==> config.mk <==
export PLATFORM = sky130hd
export DESIGN_NAME = ebac_top
export DESIGN_NICKNAME = d
export VERILOG_FILES = /design/src/pkg/ebac_pkg.sv /design/src/verilog/ebac_strobe_gen.sv /design/src/verilog/ebac_top.sv
export VERILOG_INCLUDE_DIRS = /design/src /design/src/pkg
export SDC_FILE = /design/constraint.sdc
export NUM_CORES = 1
export LEC_CHECK = 0
export BUFFER_PORTS_ARGS = -buffer_cell sky130_fd_sc_hd__buf_2
export CAP_MARGIN = 10
export CORE_AREA = 5 5 103 66
export CTS_BUF_LIST = sky130_fd_sc_hd__clkbuf_16
export CTS_CLUSTER_DIAMETER = 30
export CTS_CLUSTER_SIZE = 12
export DETAILED_ROUTE_END_ITERATION = 8
export DIE_AREA = 0 0 108 71
export PLACE_DENSITY = 0.7
export SETUP_SLACK_MARGIN = 0.5
export SYNTH_ARGS = -nofsm -noshare
export SYNTH_HDL_FRONTEND = slang
export SYNTH_SLANG_ARGS = --single-unit
==> constraint.sdc <==
create_clock -name pclk -period 1.65 [get_ports pclk]
set_input_delay 0.2475 -clock pclk [delete_from_list [all_inputs] [get_ports pclk]]
set_output_delay 0.2475 -clock pclk [all_outputs]
set_load 0.03 [all_outputs]
==> src/pkg/ebac_defines.svh <==
// offsets, field positions, reset values and timing counts of the aux bus
`ifndef EBAC_DEFINES_SVH
`define EBAC_DEFINES_SVH

// register indices as printed; the byte address is four times the index
`define EBAC_CFG_IDX 8'h8E
`define EBAC_STAT_IDX 8'h8F

// fields of the aux bus configuration register
`define EBAC_LSUP_BIT 0
`define EBAC_EXTSEL_BIT 1
`define EBAC_XRS_LO_BIT 2
`define EBAC_XRS_HI_BIT 3
`define EBAC_STRETCH_BIT 5
`define EBAC_CFG_RST 8'h00

// fields of the status register
`define EBAC_ST_EMU_BIT 0
`define EBAC_ST_ARMED_BIT 1
`define EBAC_ST_BUSY_BIT 2
`define EBAC_ST_STRAP_BIT 3

// latch strobe divider periods and data strobe lengths, in clock periods
`define EBAC_ALE_DIV_X1 3'h6
`define EBAC_ALE_DIV_X2 3'h3
`define EBAC_MOVX_SHORT 6
`define EBAC_MOVX_LONG 30

`endif

==> src/pkg/ebac_pkg.sv <==
// types shared by the aux bus control files
package ebac_pkg;
  // emulation entry states, gray coded along idle -> armed -> active
  typedef enum logic [1:0] {
    EBAC_EM_IDLE = 2'b00,
    EBAC_EM_ARMED = 2'b01,
    EBAC_EM_ACTIVE = 2'b11
  } ebac_emu_state_t;

  // size code of the expanded data ram: 256, 512, 768 or 1024 bytes
  typedef logic [1:0] ebac_expanded_data_ram_size_t;
endpackage

==> src/verilog/ebac_strobe_gen.sv <==
// latch strobe divider and stretchable external data strobes
`timescale 1ns/1ps
`include "ebac_defines.svh"
module ebac_strobe_gen #(
  parameter int SHORT_LEN = `EBAC_MOVX_SHORT,
  parameter int LONG_LEN = `EBAC_MOVX_LONG
) (
  input wire logic pclk,
  input wire logic presetn,
  input wire logic double_speed,
  input wire logic latch_suppress,
  input wire logic ext_access_req,
  input wire logic movx_rd_req,
  input wire logic movx_wr_req,
  input wire logic movx_stretch,
  output logic latch_pulse,
  output logic rd_strobe_n,
  output logic wr_strobe_n,
  output logic movx_busy
);
  import ebac_pkg::*;

  initial begin
    if (SHORT_LEN < 1 || LONG_LEN < SHORT_LEN || LONG_LEN > 32) begin
      $error("ebac_strobe_gen: strobe lengths out of range");
    end
  end

  logic [2:0] div_cnt_r;
  logic pend_r;
  logic [4:0] len_cnt_r;
  logic active_r;
  logic is_wr_r;
  logic long_r;
  logic [5:0] low_cnt_r;

  // the >= keeps the divider sane when double speed flips mid-period
  wire [2:0] period = double_speed ? `EBAC_ALE_DIV_X2 : `EBAC_ALE_DIV_X1;
  wire tick = div_cnt_r >= (period - 3'h1);
  wire [2:0] div_cnt_nxt = tick ? 3'h0 : div_cnt_r + 3'h1;
  // suppressed strobe still fires for a pending external access
  wire pulse_nxt = tick & (~latch_suppress | pend_r | ext_access_req);
  wire pend_nxt = (pend_r | ext_access_req) & ~tick;

  // a request while a strobe runs is ignored; the core must wait for it
  wire start = ~active_r & (movx_rd_req | movx_wr_req);
  wire [4:0] load_len = movx_stretch ? 5'(LONG_LEN - 1) : 5'(SHORT_LEN - 1);
  wire active_nxt = start | (active_r & (len_cnt_r != 5'h00));
  wire is_wr_nxt = start ? movx_wr_req & ~movx_rd_req : is_wr_r;
  wire [4:0] len_cnt_nxt = start ? load_len :
                           (active_r ? len_cnt_r - 5'h01 : 5'h00);
  wire strobe_low = ~rd_strobe_n | ~wr_strobe_n;

  // latch strobe divider
  always_ff @(posedge pclk or negedge presetn) begin
    if (!presetn) begin
      div_cnt_r <= 3'h0;
      pend_r <= 1'b0;
      latch_pulse <= 1'b0;
    end else begin
      div_cnt_r <= div_cnt_nxt;
      pend_r <= pend_nxt;
      latch_pulse <= pulse_nxt;
    end
  end

  // data strobe length counter, length fixed at the start of the strobe
  always_ff @(posedge pclk or negedge presetn) begin
    if (!presetn) begin
      active_r <= 1'b0;
      is_wr_r <= 1'b0;
      long_r <= 1'b0;
      len_cnt_r <= 5'h00;
      rd_strobe_n <= 1'b1;
      wr_strobe_n <= 1'b1;
    end else begin
      active_r <= active_nxt;
      is_wr_r <= is_wr_nxt;
      long_r <= start ? movx_stretch : long_r;
      len_cnt_r <= len_cnt_nxt;
      rd_strobe_n <= ~(active_nxt & ~is_wr_nxt);
      wr_strobe_n <= ~(active_nxt & is_wr_nxt);
    end
  end

  assign movx_busy = active_r;

  // helper: length of the strobe that is low now
  always_ff @(posedge pclk or negedge presetn) begin
    if (!presetn) begin
      low_cnt_r <= 6'h00;
    end else begin
      low_cnt_r <= strobe_low ? low_cnt_r + 6'h01 : 6'h00;
    end
  end
endmodule

==> src/verilog/ebac_top.sv <==
// external bus aux control: latch strobe, data strobes, ram select, emulation
//
// Our own choice: the APB interface to the registers.
`timescale 1ns/1ps
`include "ebac_defines.svh"
// What this block does
// - latch low through reset release enters emulation
// - emulation releases pins, oscillators kept running
// - only an ordinary reset leaves emulation
// - latch strobe marks address phase on port 0
// - suppress bit stops strobe except external accesses
// - suppressed latch pin released to weak pull-up
// - free latch strobe at clock/6, or /3 doubled
// - data strobes 6 clocks, or 30 when stretched
// - select bit routes data moves internal or external
// - select bit loaded from security byte after power-up
// - reserved bits read zero, software writes zero
module ebac_top #(
  parameter int PADDR_W = 12
) (
  input wire logic pclk,
  input wire logic presetn,
  input wire logic [PADDR_W-1:0] paddr,
  input wire logic psel,
  input wire logic penable,
  input wire logic pwrite,
  input wire logic [31:0] pwdata,
  output logic [31:0] prdata,
  output logic pready,
  output logic pslverr,
  input wire logic rst_pin,
  input wire logic latch_strobe_in,
  input wire logic program_store_strobe_in,
  input wire logic core_program_store_strobe,
  input wire logic strap_expanded_data_ram_bit,
  input wire logic double_speed,
  input wire logic ext_access_req,
  input wire logic movx_rd_req,
  input wire logic movx_wr_req,
  input wire logic [15:0] xdata_addr,
  output logic latch_strobe_out,
  output logic latch_strobe_oe,
  output logic program_store_strobe_out,
  output logic program_store_strobe_oe,
  output logic port0_addr_phase,
  output logic movx_rd_n,
  output logic movx_wr_n,
  output logic expanded_data_ram_select,
  output logic emu_mode,
  output logic port0_twi_float,
  output logic ports_weak_pullup,
  output logic osc_hold_on
);
  import ebac_pkg::*;

  initial begin
    if (PADDR_W < 10) begin
      $error("ebac_top: PADDR_W too narrow for the register map");
    end
  end

  // configuration state
  logic latch_suppress_r;
  logic ext_sel_r;
  ebac_expanded_data_ram_size_t expanded_data_ram_size_r;
  logic stretch_r;
  logic strap_loaded_r;
  logic strap_seen_r;
  ebac_emu_state_t em_state_r;
  ebac_emu_state_t em_state_nxt;

  // strobe generator outputs
  logic sg_latch_pulse;
  logic sg_rd_n;
  logic sg_wr_n;
  logic sg_busy;

  // ---------------------------------------------------------------
  // apb decode; the slave answers in the first access cycle
  wire [PADDR_W-1:0] cfg_addr = PADDR_W'({`EBAC_CFG_IDX, 2'b00});
  wire [PADDR_W-1:0] stat_addr = PADDR_W'({`EBAC_STAT_IDX, 2'b00});
  wire hit_cfg = paddr == cfg_addr;
  wire hit_stat = paddr == stat_addr;
  wire apb_setup = psel & ~penable;
  wire apb_access = psel & penable & pready;
  // status register is read only; writing it is refused like a miss
  wire apb_bad = ~(hit_cfg | (hit_stat & ~pwrite));
  wire wr_cfg = apb_access & pwrite & hit_cfg;

  // read views; reserved bits read as zero, software keeps them zero
  wire [7:0] cfg_view = {2'b00, stretch_r, 1'b0, expanded_data_ram_size_r,
                         ext_sel_r, latch_suppress_r};
  wire [7:0] stat_view = {4'h0, strap_seen_r, sg_busy,
                          em_state_r == EBAC_EM_ARMED,
                          em_state_r == EBAC_EM_ACTIVE};
  wire [31:0] rd_mux = hit_cfg ? {24'h000000, cfg_view} :
                       (hit_stat ? {24'h000000, stat_view} : 32'h00000000);

  // apb answer registers
  always_ff @(posedge pclk or negedge presetn) begin
    if (!presetn) begin
      pready <= 1'b0;
      pslverr <= 1'b0;
      prdata <= 32'h00000000;
    end else begin
      pready <= apb_setup;
      pslverr <= apb_setup & apb_bad;
      prdata <= (apb_setup & ~pwrite) ? rd_mux : prdata;
    end
  end

  // ---------------------------------------------------------------
  // configuration register; the ram select bit is a strap caught a single
  // time, on the first edge after reset release, never inside the reset
  wire ext_sel_nxt = !strap_loaded_r ? ~strap_expanded_data_ram_bit :
                     (wr_cfg ? pwdata[`EBAC_EXTSEL_BIT] : ext_sel_r);

  always_ff @(posedge pclk or negedge presetn) begin
    if (!presetn) begin
      latch_suppress_r <= 1'(`EBAC_CFG_RST >> `EBAC_LSUP_BIT);
      ext_sel_r <= 1'b0;
      expanded_data_ram_size_r <= 2'b00;
      stretch_r <= 1'b0;
      strap_loaded_r <= 1'b0;
      strap_seen_r <= 1'b0;
    end else begin
      strap_loaded_r <= 1'b1;
      strap_seen_r <= strap_loaded_r ? strap_seen_r : strap_expanded_data_ram_bit;
      ext_sel_r <= ext_sel_nxt;
      if (wr_cfg) begin
        latch_suppress_r <= pwdata[`EBAC_LSUP_BIT];
        expanded_data_ram_size_r <= pwdata[`EBAC_XRS_HI_BIT:`EBAC_XRS_LO_BIT];
        stretch_r <= pwdata[`EBAC_STRETCH_BIT];
      end
    end
  end

  // ---------------------------------------------------------------
  // emulation entry: armed while reset pin is high, latch pin low and
  // program store pin high; entered if latch is still low at release
  wire entry_cond = ~latch_strobe_in & program_store_strobe_in;

  always_comb begin
    em_state_nxt = em_state_r;
    case (em_state_r)
      EBAC_EM_IDLE: begin
        if (rst_pin && entry_cond) begin
          em_state_nxt = EBAC_EM_ARMED;
        end
      end
      EBAC_EM_ARMED: begin
        if (rst_pin && !entry_cond) begin
          em_state_nxt = EBAC_EM_IDLE;
        end else if (!rst_pin) begin
          em_state_nxt = latch_strobe_in ? EBAC_EM_IDLE : EBAC_EM_ACTIVE;
        end
      end
      EBAC_EM_ACTIVE: begin
        // any reset pin pulse ends emulation; re-entry needs the sequence
        if (rst_pin) begin
          em_state_nxt = entry_cond ? EBAC_EM_ARMED : EBAC_EM_IDLE;
        end
      end
      default: begin
        em_state_nxt = EBAC_EM_IDLE;
      end
    endcase
  end

  wire emu_nxt = em_state_nxt == EBAC_EM_ACTIVE;

  // emulation state and the pin release outputs that follow it
  always_ff @(posedge pclk or negedge presetn) begin
    if (!presetn) begin
      em_state_r <= EBAC_EM_IDLE;
      emu_mode <= 1'b0;
      port0_twi_float <= 1'b0;
      ports_weak_pullup <= 1'b0;
      osc_hold_on <= 1'b0;
    end else begin
      em_state_r <= em_state_nxt;
      emu_mode <= emu_nxt;
      port0_twi_float <= emu_nxt;
      ports_weak_pullup <= emu_nxt;
      osc_hold_on <= emu_nxt;
    end
  end

  // ---------------------------------------------------------------
  // strobe timing lives in its own module
  ebac_strobe_gen #(
    .SHORT_LEN(`EBAC_MOVX_SHORT),
    .LONG_LEN(`EBAC_MOVX_LONG)
  ) u_strobe (
    .pclk(pclk),
    .presetn(presetn),
    .double_speed(double_speed),
    .latch_suppress(latch_suppress_r),
    .ext_access_req(ext_access_req),
    .movx_rd_req(movx_rd_req),
    .movx_wr_req(movx_wr_req),
    .movx_stretch(stretch_r),
    .latch_pulse(sg_latch_pulse),
    .rd_strobe_n(sg_rd_n),
    .wr_strobe_n(sg_wr_n),
    .movx_busy(sg_busy)
  );

  // latch pin is driven only while not released; when suppressed it is
  // driven just for its pulse, so outside that the weak pull-up holds it;
  // with the reset pin high it is let go too, else our own low level
  // between pulses would arm emulation entry without any outside party
  wire latch_oe_nxt = ~emu_nxt & ~rst_pin &
                      (~latch_suppress_r | sg_latch_pulse);
  wire pss_oe_nxt = ~emu_nxt;

  // expanded ram hit: top six address bits clear and page within size
  wire in_size = (xdata_addr[15:10] == 6'h00) &
                 (xdata_addr[9:8] <= expanded_data_ram_size_r);
  wire expanded_data_ram_nxt = ~ext_sel_r & in_size;

  // pin side registers; strobes park high while the pins are released
  always_ff @(posedge pclk or negedge presetn) begin
    if (!presetn) begin
      latch_strobe_out <= 1'b1;
      latch_strobe_oe <= 1'b0;
      program_store_strobe_out <= 1'b1;
      program_store_strobe_oe <= 1'b0;
      port0_addr_phase <= 1'b0;
      movx_rd_n <= 1'b1;
      movx_wr_n <= 1'b1;
      expanded_data_ram_select <= 1'b0;
    end else begin
      latch_strobe_out <= latch_oe_nxt ? sg_latch_pulse : 1'b1;
      latch_strobe_oe <= latch_oe_nxt;
      program_store_strobe_out <= pss_oe_nxt ? core_program_store_strobe :
                                  1'b1;
      program_store_strobe_oe <= pss_oe_nxt;
      port0_addr_phase <= sg_latch_pulse & ~emu_nxt;
      movx_rd_n <= sg_rd_n | emu_nxt;
      movx_wr_n <= sg_wr_n | emu_nxt;
      expanded_data_ram_select <= expanded_data_ram_nxt;
    end
  end
endmodule

==> impl_metrics.py <==
metrics = {
    "status": {
        "outcome": "completed",
    },
    "final_layout": {
        "fin_nets": 327,
        "layout-drive-gt1-share": 0.4309,
        "utilization": 0.4320,
        "antenna_cells": 0,
        "nFillCells": 583,
        "area_growth_pct": 29.75,
    },
    "yosys": {
        "synth_edf_count": 0,
        "syn_inst": 180,
        "ys_seq_area_frac": 0.5061,
        "yosys.area.top_type": "dfrtp_1",
        "synth_area_per_cell_um2": 10.80,
        "async_flop_share": 1.000,
        "synth_top_family_by_area": "buffers and inverters",
        "synthFlopType": "dfrtp_1",
        "ys_seq_elements": 39,
        "synth.area.top_cells": "dfrtp_1 (42%), buf_4 (12%), dfstp_2 (8.1%), ha_1 (5.2%), inv_1 (2.7%)",
        "synth-simple-area-share": 0.1359,
        "yosys-top-cells-count": "dfrtp_1 (33), buf_4 (30), inv_1 (14)",
        "synth-adder-area-share": 0.05151,
        "synth.area.mux_share": 0.05473,
        "synth_compound_area_frac": 0.07920,
        "synth-xor-area-share": 0.01803,
        "synth-warning-count": 0,
        "syn_area_um2": 1943,
        "yosysTopAreaCellShare": 0.4250,
        "ys_types": 37,
        "yosysMostFrequentCell": "dfrtp_1",
    },
    "clock_network": {
        "clk_pin_slew_ps": 60,
        "clock-root-buffer": "clkbuf_16",
        "clkLatencyLatePin_ps": 280,
        "clockBufferDepth": 2,
        "cts_tree": "built",
        "cts_max_level": 2,
        "cts_sinks": 39,
        "cts_buffers": 5,
    },
    "setup_path": {
        "cp_num_buf_inv": 2,
        "slowest_stage": "or4b_4",
        "worst-setup-path-type": "in2reg",
        "critPathLaunch": "paddr[6]",
        "cp.arrival_ps": 1520,
        "critPathTopFamily": "simple AND/OR/NAND/NOR gates",
        "crit_required_ps": 1810,
        "regToRegSetupSlack_ps": 300,
        "path_max_fanout": 5,
        "crit_chain": "buf_6 > or4b_4 > nor4_4 > buf_6 > mux2_2",
        "worst_path_most_repeated_cell": "buf_6",
        "r2r_start": "pready$_DFF_PN0_",
        "start_kind": "primary input",
        "max_stage_delay_ps": 540,
        "end_kind": "register",
    },
    "power": {
        "swShare": 0.3203,
        "p_leak_nw": 1.328,
        "clkPwrFrac": 0.267,
        "vdd_drop_max_mv": 0.4270,
        "p_int_mw": 2.268,
        "seq_power_share": 0.408,
        "p_switching_mw": 1.069,
        "p_comb_frac": 0.325,
        "p_per_area_nw_per_um2": 1323,
    },
    "timing": {
        "skew_ps": 6.851,
        "setup_tns_ps": 0,
        "rsz0062_at_grt": "true",
        "drv_slew": 0,
        "hold_viol_final": 0,
        "period_minus_slack_ps": 1361,
        "setup_viol_count_final": 0,
        "fin_crit_sh": 0.8247,
        "clock.fmax_mhz": 734.9,
    },
    "floorplan": {
        "die_area_um2": 7668,
        "coreArea_um2": 5836,
        "dieWidth_um": 108,
        "start_util": 0.3330,
        "ios": 120,
        "std_cell_rows": 22,
        "dieHeight_um": 71,
    },
    "route": {
        "firstDrtPassIters": 4,
        "drc": 0,
        "vias_per_cell": 4.130,
        "dr.first_iter.drc_count": 43,
        "routed-via-count": 1363,
        "drtAntennaViolNets": 0,
        "wl_mm": 3.907,
        "wire_per_inst_um": 11.84,
    },
    "global_route": {
        "grt_pass1_vias": 1241,
        "grt_antenna_before_repair": 0,
        "grt_use_total": 0.09925,
        "grt_max_degree": 40,
        "grt_pass1_wl_mm": 5.920,
        "overflow": 0,
    },
    "flow_run": {
        "maxCapViolations": 0,
    },
    "placement": {
        "gp_congestion": 0.7744,
        "dp_hpwl_mm": 2.943,
        "io_buffer_count": 57,
    },
    "hold_path": {
        "hold_class": "in2async",
    },
}
final timing paths:
kind,endpoint,cells after the start
worst max register to register,stretch_r$_DFFE_PN0P_,4
worst min-delay path,osc_hold_on$_DFF_PN0_,2
min in group pclk,ext_sel_r$_DFFE_PN0P_,2
worst min register to register,latch_strobe_out$_DFF_PN1_,2
worst max-delay path,stretch_r$_DFFE_PN0P_,5
max in group asynchronous,u_strobe.movx_busy$_DFF_PN0_,2
placed cells by master (no fill, tap or decap), types with 2 or more instances in the layout:
master / synthesis / layout
nor2b_1: 3 / 3
nand2b_4: 0 / 2
dfrtp_1: 33 / 32
clkbuf_16: 0 / 5
a21o_1: 4 / 4
buf_6: 0 / 6
buf_4: 30 / 8
mux2_2: 3 / 3
nand4bb_1: 2 / 2
buf_2: 0 / 52
ha_1: 8 / 6
and3_1: 2 / 2
mux2i_1: 5 / 5
a21oi_1: 8 / 6
xnor2_1: 3 / 2
conb_1: 2 / 28
inv_1: 14 / 11
nand2b_1: 4 / 2
ha_4: 0 / 2
nor3_1: 4 / 2
or2_2: 3 / 3
inv_2: 0 / 5
dfstp_2: 6 / 6
a21oi_2: 0 / 2
nand2_1: 12 / 10
o21ai_1: 0 / 4
nand2_2: 0 / 2
nor2_1: 8 / 8
layout make-up:
class	instances	area, um^2	share of cell area
Inverter	14	52.55	0.02084
Timing Repair Buffer	66	387.9	0.1538
Multi-Input combinational cell	119	853.3	0.3385
Sequential cell	39	984.7	0.3906
Clock inverter	3	12.51	0.004963
Tap cell	84	105.1	0.04169
Clock buffer	5	125.1	0.04963
through the flow:
step	setup WS, ps	power (mW)	area, um^2	std cells	hold WS [ps]
floorplan	110.2	2.034	2068	206	-48.09
global placement	-18.98	2.175	2230	316	323.0
detailed placement	-36.59	2.210	2230	316	330.3
CTS	284.1	3.223	2432	326	32.45
global route	262.1	3.542	2521	330	70.08
finish	289.2	3.337	2521	330	14.10
timing repair:
| action | in CTS | in global routing |
|---|---|---|
| pin swaps | 1 | 3 |
| gates resized for setup | 14 | 13 |
| buffers inserted | 2 | 4 |
| hold buffers | 0 | 0 |
| setup endpoints to repair | 18 | 24 |
layer usage:
layer | part of all wire | vias up | GRT usage
met5 | 0 | - | 0
li1 | - | 672 | -
met2 | 0.45 | 52 | 0.1433
met1 | 0.46 | 637 | 0.1337
met4 | 0.0020 | 0 | 0.02941
met3 | 0.090 | 2 | 0.04467
flip-flops by register name, indices dropped and copies added, names as in the netlist, 2 cells and up:
name and flops:
prdata 5, u_strobe.div_cnt_r 3, u_strobe.len_cnt_r 5, expanded_data_ram_size_r 2
em_state_r 2
logic make-up after synthesis:
family,after synthesis
compound gates,24
xor+xnor,4
fa+ha+maj,8
buf+inv,48
flops,39
mux,10
other cells,2
simple gates,45
power groups by stage:
| stage | Clock [mW] | Combinational, mW | Sequential (mW) |
|---|---|---|---|
| after CTS | 0.926 | 0.955 | 1.34 |
| after global placement | 0 | 0.827 | 1.35 |
| after detailed placement | 0 | 0.856 | 1.35 |
| after global routing | 0.967 | 1.19 | 1.38 |
| final | 0.892 | 1.08 | 1.36 |
| after floorplan | 0 | 0.613 | 1.42 |
Power figures use the tool's default switching activity.
